===== config.mk =====
export PLATFORM = sky130hd
export DESIGN_NAME = ssc_cfg_regs
export DESIGN_NICKNAME = d
export VERILOG_FILES = /design/src/include/ssc_pkg.sv /design/src/include/ssc_sysref_if.sv /design/src/rtl/ssc_sysref_delay.sv /design/src/rtl/ssc_cfg_regs.sv
export SDC_FILE = /design/constraint.sdc
export NUM_CORES = 1
export LEC_CHECK = 0
export ABC_AREA = 1
export BUFFER_PORTS_ARGS = -buffer_cell sky130_fd_sc_hd__buf_2
export CAP_MARGIN = 10
export CORE_MARGIN = 2
export CORE_UTILIZATION = 44
export CTS_CLUSTER_SIZE = 28
export DETAILED_ROUTE_END_ITERATION = 12
export PLACE_DENSITY = 0.66
export SLEW_MARGIN = 25
export SYNTH_ARGS = -nofsm -noshare
export SYNTH_HDL_FRONTEND = slang
export SYNTH_SLANG_ARGS = --single-unit

===== constraint.sdc =====
create_clock -name clk -period 3.7 [get_ports clk]
set_input_delay 0.74 -clock clk [delete_from_list [all_inputs] [get_ports clk]]
set_output_delay 0.74 -clock clk [all_outputs]
set_load 0.05 [all_outputs]

===== src/include/ssc_pkg.sv =====
// Package of the converter's serial configuration register bank.
// Assumes one system clock; the serial pins are sampled as synchronous inputs.
package ssc_pkg;

  // ----------------------------------------
  // Serial frame layout
  // ----------------------------------------
  localparam int SSC_ADDR_W = 15;
  localparam int SSC_INSTR_BITS = 16;
  localparam int SSC_DATA_BITS = 8;
  localparam int SSC_RW_POS = 15;

  // ----------------------------------------
  // Register offsets
  // ----------------------------------------
  localparam logic [14:0] SSC_OFS_CONFIG = 15'h0000;
  localparam logic [14:0] SSC_OFS_USER_SPI = 15'h0010;
  localparam logic [14:0] SSC_OFS_CLK0 = 15'h0029;
  localparam logic [14:0] SSC_OFS_CLK1 = 15'h002A;
  localparam logic [14:0] SSC_OFS_CLK2 = 15'h002B;

  // ----------------------------------------
  // Reset values
  // ----------------------------------------
  localparam logic [7:0] SSC_RST_CONFIG = 8'h30;
  localparam logic [7:0] SSC_RST_USER_SPI = 8'h00;
  localparam logic [7:0] SSC_RST_CLK0 = 8'h00;
  localparam logic [7:0] SSC_RST_CLK1 = 8'h00;
  localparam logic [7:0] SSC_RST_CLK2 = 8'h11;

  // ----------------------------------------
  // Field positions
  // ----------------------------------------
  localparam int SSC_CFG_SOFT_RESET = 7;
  localparam int SSC_CFG_ASCEND = 5;
  localparam int SSC_CFG_SDO_ACTIVE = 4;
  localparam int SSC_USR_ADDR_HOLD = 0;
  localparam int SSC_CK0_PROC_ON = 6;
  localparam int SSC_CK0_RECV_ON = 5;
  localparam int SSC_CK0_FINE = 4;
  localparam int SSC_CK0_SEL_HI = 3;
  localparam int SSC_CK0_SEL_LO = 0;
  localparam int SSC_CK1_MARKER = 3;
  localparam int SSC_CK1_DEVCLK_PECL = 2;
  localparam int SSC_CK1_SYSREF_PECL = 1;
  localparam int SSC_CK1_FLIP = 0;
  localparam int SSC_CK2_FB_GAIN = 4;
  localparam int SSC_CK2_NOISE = 2;
  localparam int SSC_CK2_DEL_HI = 1;
  localparam int SSC_CK2_DEL_LO = 0;

  // ----------------------------------------
  // Alignment path
  // ----------------------------------------
  localparam int SSC_TAP_W = 4;
  localparam int SSC_DELAY_DEPTH = 32;
  localparam int SSC_SAMPLE_W = 12;

  typedef enum logic [0:0] {
    SSC_INSTR,
    SSC_DATA
  } ssc_phase_t;

endpackage


===== src/include/ssc_sysref_if.sv =====
// Carrier between the register bank and its SYSREF delay line.
// Assumes both ends run on the same clock.
`timescale 1ns/1ps
interface ssc_sysref_if;
  import ssc_pkg::*;
  logic raw;
  logic fine_window;
  logic [SSC_TAP_W-1:0] delay_choice;
  logic aligned;
  modport bank (output raw, output fine_window, output delay_choice, input aligned);
  modport line (input raw, input fine_window, input delay_choice, output aligned);
endinterface


===== src/rtl/ssc_sysref_delay.sv =====
// SYSREF tapped delay line with selectable tap and step size.
// Assumes the bank drives the received, polarity-corrected level.
`timescale 1ns/1ps
module ssc_sysref_delay
  import ssc_pkg::*;
#(
  parameter int DEPTH = SSC_DELAY_DEPTH
) (
  // Clock and reset
  input wire logic clk,
  input wire logic arst_n,
  input wire logic clk_en,
  // Bank side
  ssc_sysref_if.line sr
);

  typedef struct packed {
    logic [DEPTH-1:0] taps;
    logic aligned;
  } ssc_dl_state_t;

  ssc_dl_state_t st;
  ssc_dl_state_t next_st;
  logic [4:0] tap_idx;

  // ----------------------------------------
  // Tap selection
  // ----------------------------------------
  // Fine window halves the step between selectable taps
  always_comb begin
    tap_idx = sr.fine_window ? {1'h0, sr.delay_choice} : {sr.delay_choice, 1'h0};
    next_st = st;
    next_st.taps = {st.taps[DEPTH-2:0], sr.raw};
    next_st.aligned = st.taps[tap_idx];
  end

  always_ff @(posedge clk or negedge arst_n) begin
    if (!arst_n) begin
      st <= '0;
    end else if (clk_en) begin
      st <= next_st;
    end
  end

  assign sr.aligned = st.aligned;

endmodule // ssc_sysref_delay


===== src/rtl/ssc_cfg_regs.sv =====
// Serial configuration registers: streaming address control, SYSREF path, sampling clock.
// Assumes the serial pins are synchronous to clk and clk is well above the serial rate.
`timescale 1ns/1ps

// Function
// - Address freeze bit holds the address for every streamed byte.
// - Freeze bit clear (reset) lets the address step in chosen direction.
// - Direction bit, reset one, increments; cleared, decrements the address.
// - Processor bit 6 gates SYSREF event handling; resets disabled.
// - Receiver bit 5 enables SYSREF input; resets disabled, input ignored.
// - Fine window bit 4 selects smaller SYSREF delay steps.
// - Four-bit delay choice selects applied SYSREF tap; resets zero.
// - Marker inject plus sample marker enable puts SYSREF on sample LSB.
// - Marker injection works only with decimation bypassed.
// - Second control bit 0 inverts SYSREF polarity; resets zero.
// - Second control bit 2 puts device clock input in PECL mode.
// - Second control bit 1 puts SYSREF input in PECL mode.
// - Third control bits 1:0 one-hot sampling delay; resets 0x1.
// - Third control bit 2 enables supply noise suppression.
// - Third control bit 4 sets clock converter feedback gain; resets one.
module ssc_cfg_regs
  import ssc_pkg::*;
#(
  parameter int SAMPLE_W = SSC_SAMPLE_W,
  parameter int DELAY_DEPTH = SSC_DELAY_DEPTH
) (
  // Clock and reset
  input wire logic clk,
  input wire logic arst_n,
  input wire logic clk_en,
  // Serial configuration port
  input wire logic spi_cs_n,
  input wire logic spi_sclk,
  input wire logic spi_sdi,
  output logic spi_sdo,
  output logic spi_sdo_oe_n,
  // SYSREF path
  input wire logic sysref_in,
  output logic sysref_event,
  // Sample marking
  input wire logic sample_marker_on,
  input wire logic decimation_bypass,
  input wire logic [SAMPLE_W-1:0] sample_in,
  output logic [SAMPLE_W-1:0] sample_out,
  // Configuration outputs
  output logic sysref_processor_on,
  output logic sysref_receiver_on,
  output logic sysref_fine_window,
  output logic [SSC_TAP_W-1:0] sysref_delay_choice,
  output logic sysref_marker_inject,
  output logic device_clock_pecl_mode,
  output logic sysref_pecl_mode,
  output logic sysref_polarity_flip,
  output logic supply_noise_suppress,
  output logic [1:0] sampling_clock_delay,
  output logic clock_feedback_gain
);

  // ----------------------------------------
  // State
  // ----------------------------------------
  typedef struct packed {
    ssc_phase_t phase;
    logic sclk_q;
    logic [4:0] bit_cnt;
    logic [SSC_INSTR_BITS-1:0] shift_in;
    logic rd;
    logic [SSC_ADDR_W-1:0] addr;
    logic [7:0] rd_shift;
    logic sdo;
    logic sdo_oe_n;
    logic [7:0] config_reg;
    logic [7:0] user_spi_config;
    logic [7:0] clock_control_0;
    logic [7:0] clock_control_1;
    logic [7:0] clock_control_2;
    logic aligned_q;
    logic sysref_event;
    logic [SAMPLE_W-1:0] sample_out;
  } ssc_state_t;

  localparam ssc_state_t SSC_RESET_STATE = '{
    phase: SSC_INSTR,
    sclk_q: 1'b0,
    bit_cnt: 5'h00,
    shift_in: '0,
    rd: 1'b0,
    addr: '0,
    rd_shift: 8'h00,
    sdo: 1'b0,
    sdo_oe_n: 1'b1,
    config_reg: SSC_RST_CONFIG,
    user_spi_config: SSC_RST_USER_SPI,
    clock_control_0: SSC_RST_CLK0,
    clock_control_1: SSC_RST_CLK1,
    clock_control_2: SSC_RST_CLK2,
    aligned_q: 1'b0,
    sysref_event: 1'b0,
    sample_out: '0
  };

  ssc_state_t st;
  ssc_state_t next_st;
  logic sclk_rise;
  logic sclk_fall;
  logic [7:0] wr_byte;
  logic [SSC_ADDR_W-1:0] instr_addr;
  logic [SSC_ADDR_W-1:0] step_addr;
  logic marker_live;

  ssc_sysref_if sr_if ();

  // ----------------------------------------
  // Register read mux
  // ----------------------------------------
  // Soft reset reads back as zero since it clears itself; output enable is fixed at one.
  function automatic logic [7:0] read_reg(input ssc_state_t s, input logic [SSC_ADDR_W-1:0] a);
    logic [7:0] v;
    v = 8'h00;
    unique case (a)
      SSC_OFS_CONFIG: begin
        v = s.config_reg;
        v[SSC_CFG_SOFT_RESET] = 1'b0;
        v[SSC_CFG_SDO_ACTIVE] = 1'b1;
      end
      SSC_OFS_USER_SPI: v = s.user_spi_config;
      SSC_OFS_CLK0: v = s.clock_control_0;
      SSC_OFS_CLK1: v = s.clock_control_1;
      SSC_OFS_CLK2: v = s.clock_control_2;
      default: v = 8'h00;
    endcase
    return v;
  endfunction

  // ----------------------------------------
  // Streaming address step
  // ----------------------------------------
  function automatic logic [SSC_ADDR_W-1:0] next_addr(input ssc_state_t s, input logic [SSC_ADDR_W-1:0] a);
    logic [SSC_ADDR_W-1:0] r;
    r = a;
    if (s.user_spi_config[SSC_USR_ADDR_HOLD]) begin
      r = a;
    end else if (s.config_reg[SSC_CFG_ASCEND]) begin
      r = a + 15'h0001;
    end else begin
      r = a - 15'h0001;
    end
    return r;
  endfunction

  // ----------------------------------------
  // Next-state logic
  // ----------------------------------------
  always_comb begin
    next_st = st;
    sclk_rise = !spi_cs_n && spi_sclk && !st.sclk_q;
    sclk_fall = !spi_cs_n && !spi_sclk && st.sclk_q;
    wr_byte = {st.shift_in[6:0], spi_sdi};
    instr_addr = {st.shift_in[SSC_ADDR_W-2:0], spi_sdi};
    step_addr = next_addr(st, st.addr);
    marker_live = st.clock_control_1[SSC_CK1_MARKER] && sample_marker_on && decimation_bypass;
    next_st.sclk_q = spi_sclk;

    // Serial frame
    if (spi_cs_n) begin
      // Deselect aborts any half byte; a partial write never lands
      next_st.phase = SSC_INSTR;
      next_st.bit_cnt = 5'h00;
      next_st.sdo_oe_n = 1'b1;
      next_st.sdo = 1'b0;
    end else if (sclk_rise) begin
      next_st.shift_in = {st.shift_in[SSC_INSTR_BITS-2:0], spi_sdi};
      next_st.bit_cnt = st.bit_cnt + 5'h01;
      unique case (st.phase)
        SSC_INSTR: begin
          if (st.bit_cnt == 5'(SSC_INSTR_BITS - 1)) begin
            next_st.rd = st.shift_in[SSC_RW_POS-1];
            next_st.addr = instr_addr;
            next_st.phase = SSC_DATA;
            next_st.bit_cnt = 5'h00;
            next_st.rd_shift = read_reg(st, instr_addr);
          end
        end
        SSC_DATA: begin
          if (st.bit_cnt == 5'(SSC_DATA_BITS - 1)) begin
            next_st.bit_cnt = 5'h00;
            next_st.addr = step_addr;
            if (st.rd) begin
              next_st.rd_shift = read_reg(st, step_addr);
            end else begin
              unique case (st.addr)
                SSC_OFS_CONFIG: begin
                  next_st.config_reg = wr_byte;
                  if (wr_byte[SSC_CFG_SOFT_RESET]) begin
                    next_st.config_reg = SSC_RST_CONFIG;
                    next_st.user_spi_config = SSC_RST_USER_SPI;
                    next_st.clock_control_0 = SSC_RST_CLK0;
                    next_st.clock_control_1 = SSC_RST_CLK1;
                    next_st.clock_control_2 = SSC_RST_CLK2;
                  end
                end
                SSC_OFS_USER_SPI: next_st.user_spi_config = wr_byte;
                SSC_OFS_CLK0: next_st.clock_control_0 = wr_byte;
                SSC_OFS_CLK1: next_st.clock_control_1 = wr_byte;
                SSC_OFS_CLK2: next_st.clock_control_2 = wr_byte;
                default: next_st.addr = step_addr;
              endcase
            end
          end
        end
      endcase
    end else if (sclk_fall && st.phase == SSC_DATA && st.rd) begin
      // Read data moves on the falling edge so the host samples it stable on the rising one
      next_st.sdo = st.rd_shift[7];
      next_st.rd_shift = {st.rd_shift[6:0], 1'b0};
      next_st.sdo_oe_n = 1'b0;
    end

    // SYSREF event: rising edge of the delayed level, only while processing is on
    next_st.aligned_q = sr_if.aligned;
    next_st.sysref_event = sr_if.aligned && !st.aligned_q && st.clock_control_0[SSC_CK0_PROC_ON];

    // Sample LSB carries SYSREF when marking is live
    next_st.sample_out = sample_in;
    if (marker_live) begin
      next_st.sample_out[0] = sr_if.aligned;
    end
  end

  // ----------------------------------------
  // State register
  // ----------------------------------------
  always_ff @(posedge clk or negedge arst_n) begin
    if (!arst_n) begin
      st <= SSC_RESET_STATE;
    end else if (clk_en) begin
      st <= next_st;
    end
  end

  // ----------------------------------------
  // SYSREF alignment path
  // ----------------------------------------
  // Receiver off forces a steady low, so a later enable cannot fake an edge from stale taps
  assign sr_if.raw = st.clock_control_0[SSC_CK0_RECV_ON]
    & (sysref_in ^ st.clock_control_1[SSC_CK1_FLIP]);
  assign sr_if.fine_window = st.clock_control_0[SSC_CK0_FINE];
  assign sr_if.delay_choice = st.clock_control_0[SSC_CK0_SEL_HI:SSC_CK0_SEL_LO];

  ssc_sysref_delay #(
    .DEPTH(DELAY_DEPTH)
  ) u_delay (
    .clk(clk),
    .arst_n(arst_n),
    .clk_en(clk_en),
    .sr(sr_if.line)
  );

  // ----------------------------------------
  // Outputs
  // ----------------------------------------
  assign spi_sdo = st.sdo;
  assign spi_sdo_oe_n = st.sdo_oe_n;
  assign sysref_event = st.sysref_event;
  assign sample_out = st.sample_out;
  assign sysref_processor_on = st.clock_control_0[SSC_CK0_PROC_ON];
  assign sysref_receiver_on = st.clock_control_0[SSC_CK0_RECV_ON];
  assign sysref_fine_window = st.clock_control_0[SSC_CK0_FINE];
  assign sysref_delay_choice = st.clock_control_0[SSC_CK0_SEL_HI:SSC_CK0_SEL_LO];
  assign sysref_marker_inject = st.clock_control_1[SSC_CK1_MARKER];
  assign device_clock_pecl_mode = st.clock_control_1[SSC_CK1_DEVCLK_PECL];
  assign sysref_pecl_mode = st.clock_control_1[SSC_CK1_SYSREF_PECL];
  assign sysref_polarity_flip = st.clock_control_1[SSC_CK1_FLIP];
  assign supply_noise_suppress = st.clock_control_2[SSC_CK2_NOISE];
  assign sampling_clock_delay = st.clock_control_2[SSC_CK2_DEL_HI:SSC_CK2_DEL_LO];
  assign clock_feedback_gain = st.clock_control_2[SSC_CK2_FB_GAIN];

endmodule // ssc_cfg_regs


==> flow_summary.yaml <==
place:
  port_buffers: 50
  hpwl_um: 16000
  post-place-ws_ns: 0.395
  place.gp.congestion: 0.943
  dpl.cell_count: 1370
drt:
  drcViolationCount: 0
  via_per_inst: 5.42
  wl_per_cell_um: 15.9
  first_pass_iters: 5
  finalWirelength_um: 22300
  first_iter_violations: 679
  via_count: 7597
  ant_nets: 0
setup_path:
  end_kind: "flop"
  crit_type: "reg2reg"
  path_max_fanout: 16
  cp.required_ns: 4.06
  start_kind: "flop"
  cp.arrival_ns: 3.73
cells_and_area:
  drive_gt1_share_pct: 11.4
  layout.cells.non_filler: 1402
  diodes: 0
  final_common_cell: "nand2_1"
  layout_common_cells: "nand2_1, inv_1, dfrtp_1, o21ai_0, nor2_1"
  area_growth_pct: 12.1
  finalNetCount: 1198
floorplanning:
  dieArea_um2: 19400
  start_util_pct: 44.8
  rows: 49
  ios: 51
  fp.dieH_um: 139
  dieWidth_um: 139
  coreArea_um2: 18000
logic_synthesis:
  postSynthCellCount: 1127
  yosysWarnings: 0
  netlist_area_um2: 8050
  synthDominantCellAreaShare_pct: 40.1
  synthTopCellsByArea: "dfrtp_1, nand2_1, inv_1"
  ys_seq_elements: 133
  syn_area_per_cell_um2: 7.14
  ys_types: 49
  synth_top_cell_by_area: "dfrtp_1"
  synth-edff-count: 0
  synthFlopType: "dfrtp_1"
  ys_seq_area_share_pct: 41.4
  syn_nets: 1165
  async_reset_ff_share_pct: 100
timing:
  slew_viol_final: 0
  worstMarginPinSlew_ns: 0.762
  max_slew_margin_pct: 49.2
  fin_crit_ns: 3.38
  fmax_mhz: 296
  rsz0062_at_grt: "false"
  setup_slack_ns: 0.324
  finalCritPeriodShare_pct: 91.2
  setup_viol: 0
  hold_violations: 0
  fin_skew_ns: 0.0117
  tns_ns: 0
  holdWs_ns: 0.346
cts:
  cts_tree: "done"
  cts_sinks: 133
  cts-root-buf: "clkbuf_16"
  cts.path.max_buffers: 2
  clock_latency_ns: 0.42
  path_clk_slew_ns: 0.07
  cts_resized: 0
  cts_made_buffers: 17
  h-tree-depth: 4
  post_cts_buffers: 0
  cts_hold_buf: 0
hold_path:
  hold_class: "in2async"
power:
  p_leak_nw: 4.61
  peakVddDrop_mv: 0.527
  p_per_area_nw_per_um2: 447
grt:
  first_global_vias: 7208
  overflow: 0
  grt_pass1_wl_um: 37100
  antenna_found_initial: 0
  grt_usage_pct: 23.7
  grt_max_degree: 83
status:
  status: "complete, no violations"
flow_run:
  max_cap_viol_count: 0
where the power goes:
group | leakage, nW | total, W | switching (W) | internal [W]
Combinational | 2.61 | 0.000592 | 0.000422 | 0.000170
Clock | 0.288 | 0.00175 | 0.000678 | 0.00107
Sequential | 1.72 | 0.00170 | 0.000116 | 0.00158
critical path, cell delays in order, from the launching register on:
cell	delay (ns)
dfstp_2	0.55
inv_1	0.31
fa_1	0.58
nand2_1	0.10
nand2_1	0.07
nand3_2	0.07
nand2_1	0.10
nand2_1	0.09
nand2_1	0.05
nand2_1	0.06
nand2_1	0.05
nand2_1	0.07
nand2_2	0.07
nor2_4	0.31
and2_1	0.36
nand3_1	0.10
nand2_1	0.09
inv_1	0.04
nand2_1	0.06
nand2_1	0.06
a21boi_2	0.11
cells by family after synthesis:
group / after synthesis / share of synthesized area [%]
XOR/XNOR: 2 / 0.218
adder cells (fa/ha/maj): 17 / 2.74
buffers and inverters: 194 / 10.1
AND/OR/NAND/NOR: 585 / 31.3
AO/OA/AOI/OAI: 196 / 14.2
flip-flops: 133 / 41.4
through the flow:
stage	instance area [um2]	util, %	power (W)
after floorplan	8050	-	0.00212
after detailed placement	8420	46.9	0.00231
after global placement	8420	46.9	0.00230
after CTS	9030	50.2	0.00405
after global routing	9030	50.2	0.00422
final	9030	50.2	0.00404
layer usage:
metal | routed length [um] | part of all wire (%) | global-route usage [%] | vias up
met1 | 10100 | 45 | 32.8 | 3571
met5 | 0 | 0 | 0 | -
met2 | 10200 | 46 | 37.2 | 245
met4 | 680 | 3.1 | 9.20 | 0
met3 | 1250 | 5.6 | 4.44 | 43
li1 | - | - | - | 3738
final timing paths:
check,to,cells after the start,startpoint,slack [ns]
max,st[60],20,st[51],0.32
min,st[17],1,arst_n,0.35
max reg2reg,st[60],20,st[51],0.32
min reg2reg,sysref_event,1,st[13],0.46
max in group asynchronous,st[77],2,arst_n,2.46
min in group clk,sysref_event,1,st[13],0.46
sequential cells by signal, indices dropped and copies added, names as in the netlist, 2 cells and up:
name	cells
sample_out	12
st	56
sysref_delay_choice	4
sampling_clock_delay	2
instr_addr	14
u_delay.next_st	31
synth_stat cells (5+ instances only):
cell type,count
inv_2,9
buf_4,18
nor2_1,80
nand3_1,61
o21ai_1,6
nand2_2,9
nand4_1,38
clkbuf_1,21
o31ai_1,6
nand2_1,361
a22oi_1,14
ha_1,16
buf_2,10
a21oi_1,33
nor3_1,11
dfrtp_1,129
o21ai_0,97
inv_1,133
nor2_2,5
o22ai_1,7
o211ai_1,9
area by class of cell:
type | instances | area (um2)
repair buffers | 64 | 362
well taps | 229 | 287
fillers | 1774 | 8940
clock inverters | 14 | 175
inverters | 144 | 541
flip-flops and latches | 133 | 3330
clock buffers | 18 | 429
multi-input cells | 800 | 3900
Note: power is estimated with default switching activity, not from simulation.
